File: src/pkg/pcfg_pkg.sv
// Overview of operation
// [RULE_01] Host gives r clocks per word: 1, 4, 8.
// [RULE_02] Device spends surplus clocks decrypting and decompressing.
// [RULE_03] Host stops clock r-1 cycles after last word.
// [RULE_04] User mode lines high; request low reconfigures.
// [RULE_05] Status held low through power-on delay.
// [RULE_06] Done stays low until loading succeeds.
// [RULE_07] Paused clock held low; data valid before rise.
// [RULE_08] Full stream sent; done high only without error.
// [RULE_09] Host sends two falling edges after done.
// [RULE_10] Init-done driven low once its option loads.
// [RULE_11] Word captured on every r-th rising edge.
package pcfg_pkg;
    localparam int DATA_W = 32;
    localparam int CLK_PERIOD_NS = 10;
    localparam int POR_TIME_NS = 20000;
    localparam int POR_CYCLES = (POR_TIME_NS + CLK_PERIOD_NS - 1) / CLK_PERIOD_NS;
    localparam int POR_CNT_W = 12;
    localparam logic [3:0] RATIO_PLAIN = 4'h1;
    localparam logic [3:0] RATIO_SECURE = 4'h4;
    localparam logic [3:0] RATIO_DECOMP = 4'h8;
    localparam logic [3:0] HALF_DIV = 4'h4;
    localparam logic [3:0] REQ_LOW_CYCLES = 4'h8;
    localparam logic [3:0] INIT_CYCLES = 4'hF;
    localparam logic [1:0] DONE_EDGES = 2'h2;
    localparam int HDR_INITD_BIT = 0;
    localparam int HDR_LEN_LSB = 16;
    localparam int LEN_W = 16;
    // Key value is arbitrary.
    localparam logic [DATA_W-1:0] KEY_WORD = 32'h5A3C_96E1;

    typedef enum logic [2:0] {
        D_POR = 3'h0,
        D_CLEAR = 3'h1,
        D_LOAD = 3'h2,
        D_DONE = 3'h3,
        D_INIT = 3'h4,
        D_USER = 3'h5,
        D_ERR = 3'h6
    } pcfg_dstate_t;

    typedef enum logic [2:0] {
        H_IDLE = 3'h0,
        H_REQ = 3'h1,
        H_WAIT = 3'h2,
        H_CLK = 3'h3,
        H_WAITDONE = 3'h4,
        H_FINAL = 3'h5
    } pcfg_hstate_t;

    function automatic logic [3:0] pcfg_ratio(input logic decomp, input logic secure);
        if (decomp) begin
            return RATIO_DECOMP;
        end
        return secure ? RATIO_SECURE : RATIO_PLAIN;
    endfunction : pcfg_ratio
endpackage : pcfg_pkg

File: src/pkg/pcfg_if.sv
`timescale 1ns/1ps
interface pcfg_if;
    logic config_clock;
    logic [31:0] cfg_data;
    logic cfg_req_b;
    logic stat_b_o;
    logic stat_b_oe;
    logic stat_b;
    logic done_o;
    logic done_oe;
    logic done;
    logic initd_o;
    logic initd_oe;
    logic initd;

    // Open-drain lines with pull-ups: released lines read high.
    assign stat_b = stat_b_oe ? stat_b_o : 1'b1;
    assign done = done_oe ? done_o : 1'b1;
    assign initd = initd_oe ? initd_o : 1'b1;

    modport dev (
        input config_clock, cfg_data, cfg_req_b,
        output stat_b_o, stat_b_oe, done_o, done_oe, initd_o, initd_oe
    );
    modport host (
        output config_clock, cfg_data, cfg_req_b,
        input stat_b, done, initd
    );
endinterface : pcfg_if

File: src/hw/pcfg_device.sv
`timescale 1ns/1ps
module pcfg_device
    import pcfg_pkg::*;
(
    // System
    input wire logic CLK,
    input wire logic RST_B,
    // Feature straps
    input wire logic DECOMP_EN,
    input wire logic SECURE_EN,
    // Link
    pcfg_if.dev LINK,
    // User side
    output logic USER_MODE,
    output logic CFG_ERROR,
    output logic WORD_STB,
    output logic [DATA_W-1:0] WORD_DATA
);
    // Pin synchronisers; data goes through two stages, one fewer than the clock's three.
    logic clk_s1_q, clk_s2_q, clk_s3_q;
    logic req_s1_q, req_s2_q;
    logic [DATA_W-1:0] dat_s1_q, dat_s2_q;
    logic rise, fall;

    pcfg_dstate_t state_q, state_d;
    logic [POR_CNT_W-1:0] cnt_q, cnt_d;
    logic [3:0] ratio_q, ratio_d;
    logic [3:0] phase_q, phase_d;
    logic [LEN_W-1:0] wcnt_q, wcnt_d;
    logic [LEN_W-1:0] len_q, len_d;
    logic [DATA_W-1:0] sum_q, sum_d;
    logic sec_q, sec_d;
    logic dec_q, dec_d;
    logic initd_en_q, initd_en_d;
    logic ok_q, ok_d;
    logic last_q, last_d;
    logic stat_oe_q, stat_oe_d;
    logic done_oe_q, done_oe_d;
    logic initd_oe_q, initd_oe_d;
    logic err_q, err_d;
    logic user_q, user_d;
    logic stb_q;
    logic [DATA_W-1:0] wdat_q;
    logic up_load, up_step, up_valid;
    logic [DATA_W-1:0] up_word;

    assign rise = clk_s2_q && !clk_s3_q;
    assign fall = !clk_s2_q && clk_s3_q;

    pcfg_unpack u_unpack (
        .clk(CLK),
        .rst_b(RST_B),
        .load(up_load),
        .step(up_step),
        .secure(sec_q),
        .decomp(dec_q),
        .word_in(dat_s2_q),
        .out_valid(up_valid),
        .word_out(up_word)
    );

    always_comb begin
        state_d = state_q;
        cnt_d = cnt_q;
        ratio_d = ratio_q;
        phase_d = phase_q;
        wcnt_d = wcnt_q;
        len_d = len_q;
        sum_d = sum_q;
        sec_d = sec_q;
        dec_d = dec_q;
        initd_en_d = initd_en_q;
        ok_d = ok_q;
        last_d = last_q;
        stat_oe_d = stat_oe_q;
        done_oe_d = done_oe_q;
        initd_oe_d = initd_oe_q;
        err_d = err_q;
        user_d = user_q;
        up_load = 1'b0;
        up_step = 1'b0;
        unique case (state_q)
            D_POR: begin
                stat_oe_d = 1'b1; // see [RULE_05]
                done_oe_d = 1'b1; // see [RULE_06]
                if (cnt_q == POR_CNT_W'(POR_CYCLES - 1)) begin
                    state_d = D_CLEAR;
                end else begin
                    cnt_d = cnt_q + 1'b1;
                end
            end
            D_CLEAR: begin
                stat_oe_d = 1'b1;
                done_oe_d = 1'b1;
                initd_oe_d = 1'b0;
                initd_en_d = 1'b0;
                user_d = 1'b0;
                err_d = 1'b0;
                if (req_s2_q) begin
                    state_d = D_LOAD;
                    stat_oe_d = 1'b0;
                    sec_d = SECURE_EN;
                    dec_d = DECOMP_EN;
                    ratio_d = pcfg_ratio(DECOMP_EN, SECURE_EN); // see [RULE_01]
                    phase_d = 4'h0;
                    wcnt_d = '0;
                    sum_d = '0;
                    ok_d = 1'b0;
                    last_d = 1'b0;
                end
            end
            D_LOAD: begin
                if (rise) begin
                    phase_d = (phase_q == ratio_q - 4'h1) ? 4'h0 : phase_q + 4'h1;
                    if (phase_q == 4'h0) begin // see [RULE_11]
                        wcnt_d = wcnt_q + 1'b1;
                        if (wcnt_q == '0) begin
                            initd_en_d = dat_s2_q[HDR_INITD_BIT];
                            initd_oe_d = dat_s2_q[HDR_INITD_BIT]; // see [RULE_10]
                            len_d = dat_s2_q[HDR_LEN_LSB +: LEN_W];
                        end else if (wcnt_q <= len_q) begin
                            sum_d = sum_q ^ dat_s2_q;
                            up_load = 1'b1;
                        end else begin
                            ok_d = (dat_s2_q == sum_q);
                            last_d = 1'b1;
                        end
                    end else begin
                        up_step = 1'b1; // see [RULE_02]
                    end
                end else if (last_q && phase_q == 4'h0) begin
                    // Done waits for the last word's surplus edges to pass.
                    if (ok_q) begin
                        state_d = D_DONE;
                        done_oe_d = 1'b0; // see [RULE_08]
                        cnt_d = '0;
                    end else begin
                        state_d = D_ERR;
                        stat_oe_d = 1'b1;
                        err_d = 1'b1;
                    end
                end
            end
            D_DONE: begin
                if (fall) begin
                    if (cnt_q == POR_CNT_W'(DONE_EDGES - 2'h1)) begin
                        state_d = D_INIT; // see [RULE_09]
                        cnt_d = '0;
                    end else begin
                        cnt_d = cnt_q + 1'b1;
                    end
                end
            end
            D_INIT: begin
                if (cnt_q == POR_CNT_W'(INIT_CYCLES)) begin
                    state_d = D_USER;
                    initd_oe_d = 1'b0;
                    user_d = 1'b1;
                end else begin
                    cnt_d = cnt_q + 1'b1;
                end
            end
            D_USER: begin
                user_d = 1'b1;
            end
            D_ERR: begin
                stat_oe_d = 1'b1;
            end
            default: begin
                state_d = D_CLEAR;
            end
        endcase
        // A low request restarts from any state once power-on delay is over.
        if (state_q != D_POR && !req_s2_q) begin // see [RULE_04]
            state_d = D_CLEAR;
            stat_oe_d = 1'b1;
            done_oe_d = 1'b1;
            initd_oe_d = 1'b0;
            user_d = 1'b0;
        end
    end

    always_ff @(posedge CLK or negedge RST_B) begin
        if (!RST_B) begin
            clk_s1_q <= 1'b0;
            clk_s2_q <= 1'b0;
            clk_s3_q <= 1'b0;
            req_s1_q <= 1'b1;
            req_s2_q <= 1'b1;
            dat_s1_q <= 32'h0000_0000;
            dat_s2_q <= 32'h0000_0000;
            state_q <= D_POR;
            cnt_q <= '0;
            ratio_q <= RATIO_PLAIN;
            phase_q <= 4'h0;
            wcnt_q <= '0;
            len_q <= '0;
            sum_q <= 32'h0000_0000;
            sec_q <= 1'b0;
            dec_q <= 1'b0;
            initd_en_q <= 1'b0;
            ok_q <= 1'b0;
            last_q <= 1'b0;
            stat_oe_q <= 1'b1;
            done_oe_q <= 1'b1;
            initd_oe_q <= 1'b0;
            err_q <= 1'b0;
            user_q <= 1'b0;
            stb_q <= 1'b0;
            wdat_q <= 32'h0000_0000;
        end else begin
            clk_s1_q <= LINK.config_clock;
            clk_s2_q <= clk_s1_q;
            clk_s3_q <= clk_s2_q;
            req_s1_q <= LINK.cfg_req_b;
            req_s2_q <= req_s1_q;
            dat_s1_q <= LINK.cfg_data;
            dat_s2_q <= dat_s1_q;
            state_q <= state_d;
            cnt_q <= cnt_d;
            ratio_q <= ratio_d;
            phase_q <= phase_d;
            wcnt_q <= wcnt_d;
            len_q <= len_d;
            sum_q <= sum_d;
            sec_q <= sec_d;
            dec_q <= dec_d;
            initd_en_q <= initd_en_d;
            ok_q <= ok_d;
            last_q <= last_d;
            stat_oe_q <= stat_oe_d;
            done_oe_q <= done_oe_d;
            initd_oe_q <= initd_oe_d;
            err_q <= err_d;
            user_q <= user_d;
            stb_q <= up_valid;
            wdat_q <= up_valid ? up_word : wdat_q;
        end
    end

    // Open-drain: the driven level is always low, only the enables move.
    assign LINK.stat_b_o = 1'b0;
    assign LINK.stat_b_oe = stat_oe_q;
    assign LINK.done_o = 1'b0;
    assign LINK.done_oe = done_oe_q;
    assign LINK.initd_o = 1'b0;
    assign LINK.initd_oe = initd_oe_q;
    assign USER_MODE = user_q;
    assign CFG_ERROR = err_q;
    assign WORD_STB = stb_q;
    assign WORD_DATA = wdat_q;
endmodule : pcfg_device

File: src/hw/pcfg_unpack.sv
`timescale 1ns/1ps
module pcfg_unpack
    import pcfg_pkg::*;
(
    // System
    input wire logic clk,
    input wire logic rst_b,
    // Control
    input wire logic load,
    input wire logic step,
    input wire logic secure,
    input wire logic decomp,
    input wire logic [DATA_W-1:0] word_in,
    // Result
    output logic out_valid,
    output logic [DATA_W-1:0] word_out
);
    logic [DATA_W-1:0] acc_q, acc_d;
    logic [3:0] rounds_q, rounds_d;
    logic pend_q, pend_d;
    logic valid_q, valid_d;

    // One round per surplus edge, so work finishes before the next word arrives.
    always_comb begin
        acc_d = acc_q;
        rounds_d = rounds_q;
        pend_d = pend_q;
        valid_d = 1'b0;
        if (load) begin
            acc_d = word_in;
            rounds_d = pcfg_ratio(decomp, secure) - 4'h1;
            pend_d = 1'b1;
        end else if (pend_q && rounds_q == 4'h0) begin
            pend_d = 1'b0;
            valid_d = 1'b1;
        end else if (step && pend_q) begin
            rounds_d = rounds_q - 4'h1; // see [RULE_02]
            if (secure) begin
                acc_d = {acc_q[0], acc_q[DATA_W-1:1]} ^ KEY_WORD;
            end
            if (decomp) begin
                acc_d = acc_d ^ {acc_d[15:0], acc_d[31:16]};
            end
        end
    end

    always_ff @(posedge clk or negedge rst_b) begin
        if (!rst_b) begin
            acc_q <= 32'h0000_0000;
            rounds_q <= 4'h0;
            pend_q <= 1'b0;
            valid_q <= 1'b0;
        end else begin
            acc_q <= acc_d;
            rounds_q <= rounds_d;
            pend_q <= pend_d;
            valid_q <= valid_d;
        end
    end

    assign out_valid = valid_q;
    assign word_out = acc_q;
endmodule : pcfg_unpack

File: src/flat_wrapper.sv
// flat-port wrapper written by rule: the top's interface ports become plain ports
module pcfg_device_flat import pcfg_pkg::*;
  (CLK, RST_B, DECOMP_EN, SECURE_EN, USER_MODE, CFG_ERROR, WORD_STB, WORD_DATA, LINK_config_clock, LINK_cfg_data, LINK_cfg_req_b, LINK_stat_b_o, LINK_stat_b_oe, LINK_done_o, LINK_done_oe, LINK_initd_o, LINK_initd_oe);
  pcfg_if LINK_i ();
  input wire logic CLK;
  input wire logic RST_B;
  input wire logic DECOMP_EN;
  input wire logic SECURE_EN;
  output logic USER_MODE;
  output logic CFG_ERROR;
  output logic WORD_STB;
  output logic [DATA_W-1:0] WORD_DATA;
  input wire logic [$bits(LINK_i.config_clock)-1:0] LINK_config_clock;
  input wire logic [$bits(LINK_i.cfg_data)-1:0] LINK_cfg_data;
  input wire logic [$bits(LINK_i.cfg_req_b)-1:0] LINK_cfg_req_b;
  output wire logic [$bits(LINK_i.stat_b_o)-1:0] LINK_stat_b_o;
  output wire logic [$bits(LINK_i.stat_b_oe)-1:0] LINK_stat_b_oe;
  output wire logic [$bits(LINK_i.done_o)-1:0] LINK_done_o;
  output wire logic [$bits(LINK_i.done_oe)-1:0] LINK_done_oe;
  output wire logic [$bits(LINK_i.initd_o)-1:0] LINK_initd_o;
  output wire logic [$bits(LINK_i.initd_oe)-1:0] LINK_initd_oe;
  assign LINK_i.config_clock = LINK_config_clock;
  assign LINK_i.cfg_data = LINK_cfg_data;
  assign LINK_i.cfg_req_b = LINK_cfg_req_b;
  assign LINK_stat_b_o = LINK_i.stat_b_o;
  assign LINK_stat_b_oe = LINK_i.stat_b_oe;
  assign LINK_done_o = LINK_i.done_o;
  assign LINK_done_oe = LINK_i.done_oe;
  assign LINK_initd_o = LINK_i.initd_o;
  assign LINK_initd_oe = LINK_i.initd_oe;
  pcfg_device u_core (.CLK(CLK), .RST_B(RST_B), .DECOMP_EN(DECOMP_EN), .SECURE_EN(SECURE_EN), .LINK(LINK_i), .USER_MODE(USER_MODE), .CFG_ERROR(CFG_ERROR), .WORD_STB(WORD_STB), .WORD_DATA(WORD_DATA));
endmodule
File: config.mk
export PLATFORM = sky130hd
export DESIGN_NAME = pcfg_device_flat
export DESIGN_NICKNAME = d
export VERILOG_FILES = /design/src/pkg/pcfg_pkg.sv /design/src/pkg/pcfg_if.sv /design/src/hw/pcfg_device.sv /design/src/hw/pcfg_unpack.sv /design/src/flat_wrapper.sv
export SDC_FILE = /design/constraint.sdc
export NUM_CORES = 1
export LEC_CHECK = 0
export BUFFER_PORTS_ARGS = -buffer_cell sky130_fd_sc_hd__buf_2
export CAP_MARGIN = 0
export CORE_MARGIN = 2
export CORE_UTILIZATION = 45
export DETAILED_ROUTE_END_ITERATION = 6
export PLACE_DENSITY = 0.69
export REMOVE_ABC_BUFFERS = 1
export SYNTH_ARGS = -nofsm -noshare
export SYNTH_HDL_FRONTEND = slang
export SYNTH_SLANG_ARGS = --single-unit
File: constraint.sdc
create_clock -name CLK -period 8.2 [get_ports CLK]
set_input_delay 1.64 -clock CLK [delete_from_list [all_inputs] [get_ports CLK]]
set_output_delay 1.64 -clock CLK [all_outputs]
set_load 0.05 [all_outputs]
Yosys cells after proc, flatten, opt, wreduce, memory -nomap -nowiden

Cells that the tools add are included.

Bits of input ports: 38
Logic and storage cells: 215
Flip-flop bits (word level): 236
Output and inout port bits: 41

Magnitude comparators: 1
Muxes and demuxes: 99
Bitwise operators: 3
Eq/ne operators: 38
Reduce and logical (&&, ||, !) cells: 39
$add $sub $neg: 6

Operators with widths:

| kind                                                   | number |
|---|---|
| 2-to-1 mux 32 bit                                      | 13 |
| 2-to-1 mux 12 bit                                      | 7 |
| case mux 32 bit (2 select lines)                       | 1 |
| XOR 32 bit                                             | 2 |
| 2-to-1 mux 16 bit                                      | 3 |
| case mux 12 bit (4 select lines)                       | 1 |
| 2-to-1 mux 4 bit                                       | 11 |
| 2-to-1 mux 1 bit                                       | 42 |
| 2-to-1 mux 3 bit                                       | 11 |
| == test 32 bit                                         | 1 |
| case mux 16 bit (2 select lines)                       | 1 |
| inequality test 3 x 1 -> 1 bit (second input constant) | 10 |
| AND reduction 4 bit                                    | 5 |
| case mux 3 bit (6 select lines)                        | 1 |
| adder 16 x 1 -> 16 bit (second input constant)         | 1 |
| <= comparator 16 bit                                   | 1 |
| logical NOT 16 bit                                     | 1 |
| inequality test 2 x 1 -> 1 bit (second input constant) | 8 |
| NOT 16 bit                                             | 1 |
| nonzero test 4 bit                                     | 4 |
| inequality test 2 bit (second input constant)          | 7 |
| adder 12 x 1 -> 12 bit (second input constant)         | 1 |
| == test 12 x 1 -> 1 bit (second input constant)        | 1 |
| == test 12 x 11 -> 1 bit (second input constant)       | 1 |
| other kinds (24)                                       | 51 |

Depth between registers and ports, before layout

Gate-level depths: netlist (run 1).

Depth after elaboration: 13
Depth in mapped cells: 13
Depth with buffers taken out: 12

By module

A second synthesis (run 1) with hierarchy kept.

Cells, all modules: 1,068
Area total of the unflattened synthesis: 11,270.8 µm²

By module, submodules not included:

| module      | seq. area each (µm²) | area an instance (µm²) | cells an instance | instances |
|---|---|---|---|---|
| pcfg_device | 4,911.0              | 8,562.0                | 738               | 1 |
| pcfg_unpack | 950.9                | 2,708.8                | 330               | 1 |

Worst setup path after synthesis (run 1)

No wires, ideal clock.

Path kind: reg-to-reg
From: register u_core.wcnt_q[15]
To: register u_core.u_unpack.rounds_q[2]
Cell stages (with the launch flop): 12
Slack: 5,413 ps
Period minus slack after synthesis: 2,787 ps
Setup time: 134 ps
Path buffers: 1
Arrival: 2,653 ps
Data required time: 8,066 ps
Path through: dfrtp_1 > ha_1 > and4_1 > nand4_1 > or3_1 > clkbuf_1 > a2111oi_0 > a21oi_1 > ha_1 > nand2_1 > xor2_1 > mux2i_1

Longest elaborated chain between the ends: 8
Elaborated cells between the ends (all ways): 11
Classes of those cells: order compare: 1; eq/ne: 1; mux: 6; reduce/logical: 3

Ends and longest elaborated chain:

| item                                                                                | line               | RTL |
|---|---|---|
| start, declared                                                                     | pcfg_device.sv:29  | `logic [LEN_W-1:0] wcnt_q, wcnt_d;` |
| start signal, assigned                                                              | pcfg_device.sv:223 | `wcnt_q <= wcnt_d;` |
| <= comparator 16 bit                                                                | pcfg_device.sv:121 | `end else if (wcnt_q <= len_q) begin` |
| 2-to-1 mux 1 bit                                                                    | pcfg_device.sv:121 |  |
| 2-to-1 mux 1 bit (*)                                                                | pcfg_device.sv:117 | `if (wcnt_q == '0) begin` |
| 2-to-1 mux 1 bit (*)                                                                | pcfg_device.sv:115 | `if (phase_q == 4'h0) begin` |
| 2-to-1 mux 1 bit (*)                                                                | pcfg_device.sv:113 | `if (rise) begin` |
| 2-to-1 mux 1 bit (*)                                                                | pcfg_device.sv:82  | `unique case (state_q)` |
| inequality test 2 bit (no source line) / nonzero test 2 bit (equally long branches) | -                  |  |
| AND reduction 2 bit (no source line)                                                | -                  |  |
| end signal, assigned                                                                | pcfg_unpack.sv:55  | `rounds_q <= rounds_d;` |
| end, declared                                                                       | pcfg_unpack.sv:19  | `logic [3:0] rounds_q, rounds_d;` |

Mark *: on every way between the ends. The rest lies on a longest branch, timed or not.
A chain may end at the register's enable or synchronous reset.

Final worst setup path (run 1)

From: register u_core.state_q[1]
To: register u_core.u_unpack.acc_q[22] (netlist: u_core.u_unpack.word_out[22])

Longest elaborated chain between the ends: 5
Elaborated cells between the ends (all ways): 8
Classes of those cells: eq/ne: 2; mux: 3; reduce/logical: 3

Ends and longest elaborated chain:

| item                                 | line               | RTL |
|---|---|---|
| start, declared                      | pcfg_device.sv:25  | `pcfg_dstate_t state_q, state_d;` |
| start signal, assigned               | pcfg_device.sv:219 | `state_q <= state_d;` |
| == test 3 x 2 -> 1 bit (*)           | pcfg_device.sv:82  |  |
| 2-to-1 mux 1 bit                     | pcfg_device.sv:82  |  |
| logical AND 1 bit                    | pcfg_unpack.sv:36  | `end else if (step && pend_q) begin` |
| nonzero test 2 bit (no source line)  | -                  |  |
| AND reduction 2 bit (no source line) | -                  |  |
| end signal, assigned                 | pcfg_unpack.sv:49  | `acc_q <= 32'h0000_0000;` |
| end signal, assigned                 | pcfg_unpack.sv:54  | `acc_q <= acc_d;` |
| end, declared                        | pcfg_unpack.sv:18  | `logic [DATA_W-1:0] acc_q, acc_d;` |

Marked as above.

==> results.yml, run 1 <==
sta:
  setup_viol: 0
  finClkSkew_ns: 0.0116
  fin_tns_setup_ns: 0
  slew_viol_final: 0
  fmax_ghz: 0.309
  min_period_ns: 3.24
  fin_crit_sh_pct: 39.5
  hold_ws_ns: 0.343
  worstMarginPinSlew_ns: 1.01
  hold_viol: 0
  rsz0062_at_grt: "no"
  relSlewSlack_pct: 32.9
  worst_slack_ns: 4.96
clocking:
  hold_buffers: 0
  cts_sinks: 234
  clk_latency_ns: 0.54
  clk_pin_slew_ns: 0.06
  htree_num_levels: 1
  postCtsSetupBuffers: 0
  tritoncts: "yes"
  cts_resized: 0
  cts_buffer_depth: 3
  cts-root-buf: "clkbuf_16"
  cts_inserted_buffers: 27
grt:
  grt_pass1_vias: 8119
  grt.total_usage_pct: 19.6
  antenna_found_initial: 0
  grt_pass1_wl_um: 42300
  gr-total-overflow: 0
  grt_max_degree: 113
detailed_routing:
  vias_per_cell: 5.74
  vias: 8517
  detail_route.wl_per_cell_um: 17.3
  drc: 0
  first_iter_violations: 748
  dr.pass1.iters: 5
  routed_wl_um: 25700
  antenna_left: 0
yosys:
  netlist_instances: 1088
  synth-simple-area-share_pct: 16.5
  synth_cell_types: 65
  synth_seq_area_share_pct: 51.6
  synthXorXnorAreaFrac_pct: 2.77
  synth_mux_area_share_pct: 4.69
  synth_area_um2: 11400
  synth_warnings: 0
  synth-adder-area-share_pct: 2.64
  avgSynthCellArea_um2: 10.4
  synthArstFlopShare_pct: 100
  synth-compound-area-share_pct: 17.9
  synth_top_family_by_area: "compound AO/OA/AOI/OAI gates"
  synth_edf_count: 0
  ys.flop_type: "dfrtp_1"
  synth-seq-cells: 234
place:
  place_hpwl_um: 16600
  post-place-ws_ns: 4.98
  placed_area_um2: 12000
  io_buffers: 75
  gp_congestion: 0.804
min_path:
  min_path_cells: 0
  hold_path_class: "reg -> reg"
  worstHoldStart: "u_core.dat_s1_q[7]"
run:
  drv_cap: 0
layout:
  layout_common_cells: "dfrtp_1 (228), nand2_1 (100), nand2b_1 (78)"
  layout-drive-gt1-share_pct: 15.5
  final_cell_area_um2: 12800
  area_growth_pct: 13.0
  mostFrequentLayoutCell: "dfrtp_1"
  fin_nets: 1197
  antenna_cells: 0
critical_path:
  critPathMaxFanout: 33
  r2r_cells: 6
  crit_slowest_cell: "nor3_4"
  crit_chain: "or3b_4 -> or2_4 -> nor3_4 -> a21oi_1 -> a31o_4 -> a221o_1"
  cpPeakStageDelay_ns: 0.78
  cp.arrival_ns: 3.65
  crit_start: "u_core.state_q[1]"
  required_ns: 8.61
  startpoint_type: "register"
  endpoint_kind: "register"
  critical_path_class: "reg -> reg"
  worstReg2RegStart: "u_core.state_q[1]"
die:
  ios: 79
  rows: 58
  fp.dieW_um: 163
  coreArea_um2: 25000
  dieArea_um2: 26500
  initial_core_util_pct: 45.5
  die_h_um: 163
pwr:
  p_leak_uw: 0.00592
  total_power_uw: 2450
  vdd_drop_max_v: 0.000138
  p_per_area_nw_per_um2: 190
status:
  status: "complete, no violations"
## metal layers
layer / track usage (%) / wire length (um) / up-vias
met5: 0 / 0 / -
met4: 5.87 / 522 / 0
met3: 2.88 / 1280 / 44
met2: 30.9 / 11800 / 206
met1: 28.2 / 12100 / 4205
li1: - / - / 4062
## synthesized netlist by cell type, drive strengths merged (5+ instances only)
cell type	instances	area, um2
mux2i	15	150
ha	24	300
a221o	33	330
o21ai	76	380
xor2	31	272
a211oi	5	37.5
nor4	11	68.8
inv	31	116
and4	13	114
clkbuf	51	191
mux2	34	383
nand3	21	105
nand2b	78	488
nand3b	8	60.1
a221oi	33	289
and3	11	68.8
nor2	45	176
a31o	35	315
dfrtp	229	5730
nor3	14	81.3
o211ai	12	90.1
a31oi	11	68.8
nand2	100	375
o22ai	5	31.3
o31ai	8	60.1
nand4	10	62.6
buf	22	124
o32ai	6	52.6
nor2b	8	50.1
dfstp	5	131
a21oi	51	255
and2	10	62.6
xnor2	5	43.8
## registers in the layout, indices dropped and copies added (netlist names), 3 cells and up
name                      count
u_core.ratio_q                3
u_core.cnt_q                 12
u_core.dat_s1_q              32
u_core.WORD_DATA             32
u_core.wcnt_q                16
u_core.u_unpack.rounds_q      4
u_core.dat_s2_q              32
u_core.u_unpack.word_out     32
u_core.sum_q                 32
u_core.len_q                 16
u_core.state_q                3
u_core.phase_q                4
## kinds of logic after synthesis
family	after synthesis
muxes	49
DFF	234
buffers and inverters	105
adders and majority gates	24
xor gates and xnor gates	36
and+or+nand+nor	349
AOI/OAI and AO/OA	290
other	1
## power breakdown
group	internal [uW]	switching, uW	total (uW)
Clock	727	477	1200
Combinational	15.3	34.3	49.7
Sequential	1170	19.6	1190
## critical path: cells and delay by family (launching register included)
kind             cells  cell delay, ns
flip-flops           1            0.65
AND/OR/NAND/NOR      3            1.53
AO/OA/AOI/OAI        3            0.90
## cell type report
class / count / area (um2)
Clock buffer: 38 / 747
Clock inverter: 10 / 133
Fill cell: 2254 / 12100
Inverter: 32 / 120
Multi-Input combinational cell: 751 / 5080
Sequential cell: 234 / 5860
Tap cell: 330 / 413
Timing Repair Buffer: 89 / 490
## metrics by stage
step / utilization [%] / cells
after floorplan: - / 1017
after global placement: 47.9 / 1436
after detailed placement: 47.9 / 1436
after CTS: 51.5 / 1484
after global routing: 51.5 / 1484
final: 51.5 / 1484
## worst paths after layout
kind / to / slack, ns
max in group asynchronous: u_core.dat_s1_q[19] / 5.65
min reg2reg: u_core.dat_s2_q[7] / 0.34
max reg2reg: u_core.u_unpack.word_out[22] / 4.96
min: u_core.dat_s2_q[7] / 0.34
max: u_core.u_unpack.word_out[22] / 4.96
min in group asynchronous: u_core.dat_s1_q[27] / 1.16
Note: power is estimated with default switching activity, not from simulation.
==> run 2: changes to the inputs <==
- PLACE_DENSITY: 0.69 -> 0.72
- clock period: 8.2 -> 2.82 ns (I/O delays scaled with it)
==> run 2 against run 1 <==
  * Clock power rose to 3.2 times the previous value
  * Combinational power rose to 3.1 times the previous value
  * Setup slack worse by 4.9 ns
  * Fmax rose by 19%
  * Largest power group unchanged
  * Highest routed layer unchanged
==> results.yml, run 2 (synthesis gave the netlist of run 1 again) <==
critical_path:
  critical_path_class: "reg -> reg"
  cp.arrival_ns: 3.14
  endpoint_kind: "register"
  critPathMaxFanout: 2
  cp-endpoint: "u_core.u_unpack.rounds_q[2]"
  required_ns: 3.23
  worstReg2RegStart: "u_core.len_q[10]"
  startpoint_type: "register"
  crit_start: "u_core.len_q[10]"
  r2r_cells: 13
  reg2reg_slack_ns: 0.09
  rr_endpoint: "u_core.u_unpack.rounds_q[2]"
detailed_routing:
  detail_route.wl_per_cell_um: 17.7
  antenna_left: 0
  drc: 0
  first_iter_violations: 735
  vias_per_cell: 5.74
  dr.pass1.iters: 5
  vias: 8692
  routed_wl_um: 26800
die:
  initial_core_util_pct: 45.5
  die_h_um: 163
  fp.dieW_um: 163
  coreArea_um2: 25000
  ios: 79
  rows: 58
  dieArea_um2: 26500
sta:
  worst_slack_ns: 0.0916
  min_period_ns: 2.73
  slew_viol_final: 0
  hold_viol: 0
  worstMarginPinSlew_ns: 0.622
  fmax_ghz: 0.367
  fin_crit_sh_pct: 96.8
  finClkSkew_ns: 0.0152
  setup_viol: 0
  fin_tns_setup_ns: 0
  rsz0062_at_grt: "yes"
  relSlewSlack_pct: 58.5
place:
  post-place-ws_ns: 0.0407
  io_buffers: 75
  gp_congestion: 0.881
  place_hpwl_um: 17300
grt:
  grt.total_usage_pct: 20.3
  antenna_found_initial: 0
  grt_max_degree: 79
  grt_pass1_vias: 8372
  gr-total-overflow: 0
  grt_pass1_wl_um: 43500
layout:
  fillers: 2185
  antenna_cells: 0
  area_growth_pct: 17.3
  layout-drive-gt1-share_pct: 19.3
  ff_latch_area_um2: 5860
  fin_nets: 1224
  layout_common_cells: "dfrtp_1 (228), nand2_1 (99), nand2b_1 (78)"
  mostFrequentLayoutCell: "dfrtp_1"
  multi_input_area_um2: 5170
status:
  status: "complete, no violations"
min_path:
  hold_path_class: "in -> async"
clocking:
  clk_pin_slew_ns: 0.06
  clk_latency_ns: 0.54
  cts_buffer_depth: 3
  cts_sinks: 234
  cts_inserted_buffers: 28
  cts-root-buf: "clkbuf_16"
  tritoncts: "yes"
  htree_num_levels: 1
pwr:
  vdd_drop_max_v: 0.000359
  p_leak_uw: 0.00615
  p_per_area_nw_per_um2: 557
  total_power_uw: 7430
run:
  drv_cap: 0
[run 2: metal layers]
metal | share of wire (%) | global-route usage [%] | up-vias
met5 | 0 | 0 | -
met4 | 2.3 | 6.23 | 0
met3 | 5.3 | 2.57 | 46
met2 | 48 | 33.2 | 231
met1 | 45 | 28.2 | 4282
li1 | - | - | 4133
[run 2: cell type report]
type                            count  area share [%]
Clock buffer                       42            6.49
Sequential cell                   234            44.0
Multi-Input combinational cell    751            38.8
Tap cell                          330            3.10
Timing Repair Buffer              115            5.70
Clock inverter                     10            1.03
Inverter                           32           0.901
[run 2: how the worst min path moves through the flow]
stage	endpoint	slack [ns]	depth (start not counted)
after floorplan	u_core.CFG_ERROR	0.27	0
after global placement	u_core.dat_s2_q[20]	0.33	0
after detailed placement	u_core.dat_s2_q[23]	0.33	0
after CTS	u_core.dat_s1_q[11]	0.03	1
after global routing	u_core.dat_s1_q[11]	0.05	1
final	u_core.dat_s1_q[11]	0.01	1
[run 2: critical path, cell delays in order, from the launching register on]
cell       delay, ns
dfrtp_1         0.33
inv_1           0.05
ha_1            0.28
and2_4          0.17
a221o_1         0.37
a21oi_2         0.15
o211ai_1        0.15
a2111oi_2       0.41
buf_4           0.18
a21oi_2         0.03
ha_2            0.19
nand2_2         0.06
xor2_1          0.14
mux2i_1         0.09
[run 2: what timing repair did]
item	4_1_cts	5_1_grt
gates resized for setup	0	20
hold endpoints to repair	0	0
setup buffers	0	5
endpoints found under the setup margin	0	34
hold buffers	0	0
[run 2: through the flow]
step,hold WS (ns),area [um2],cells,util (%)
CTS,0.0287,13200,1509,52.8
floorplan,0.268,11100,1017,-
global placement,0.333,12200,1457,48.8
detailed placement,0.335,12200,1457,48.8
global route,0.0503,13300,1514,53.4
finish,0.0112,13300,1514,53.4
[run 2: report_power, final]
part	leakage (uW)	total (uW)	internal, uW	switching (uW)
Clock	0.000490	3810	2390	1420
Combinational	0.00259	152	51.3	100
Sequential	0.00307	3470	3410	59.2
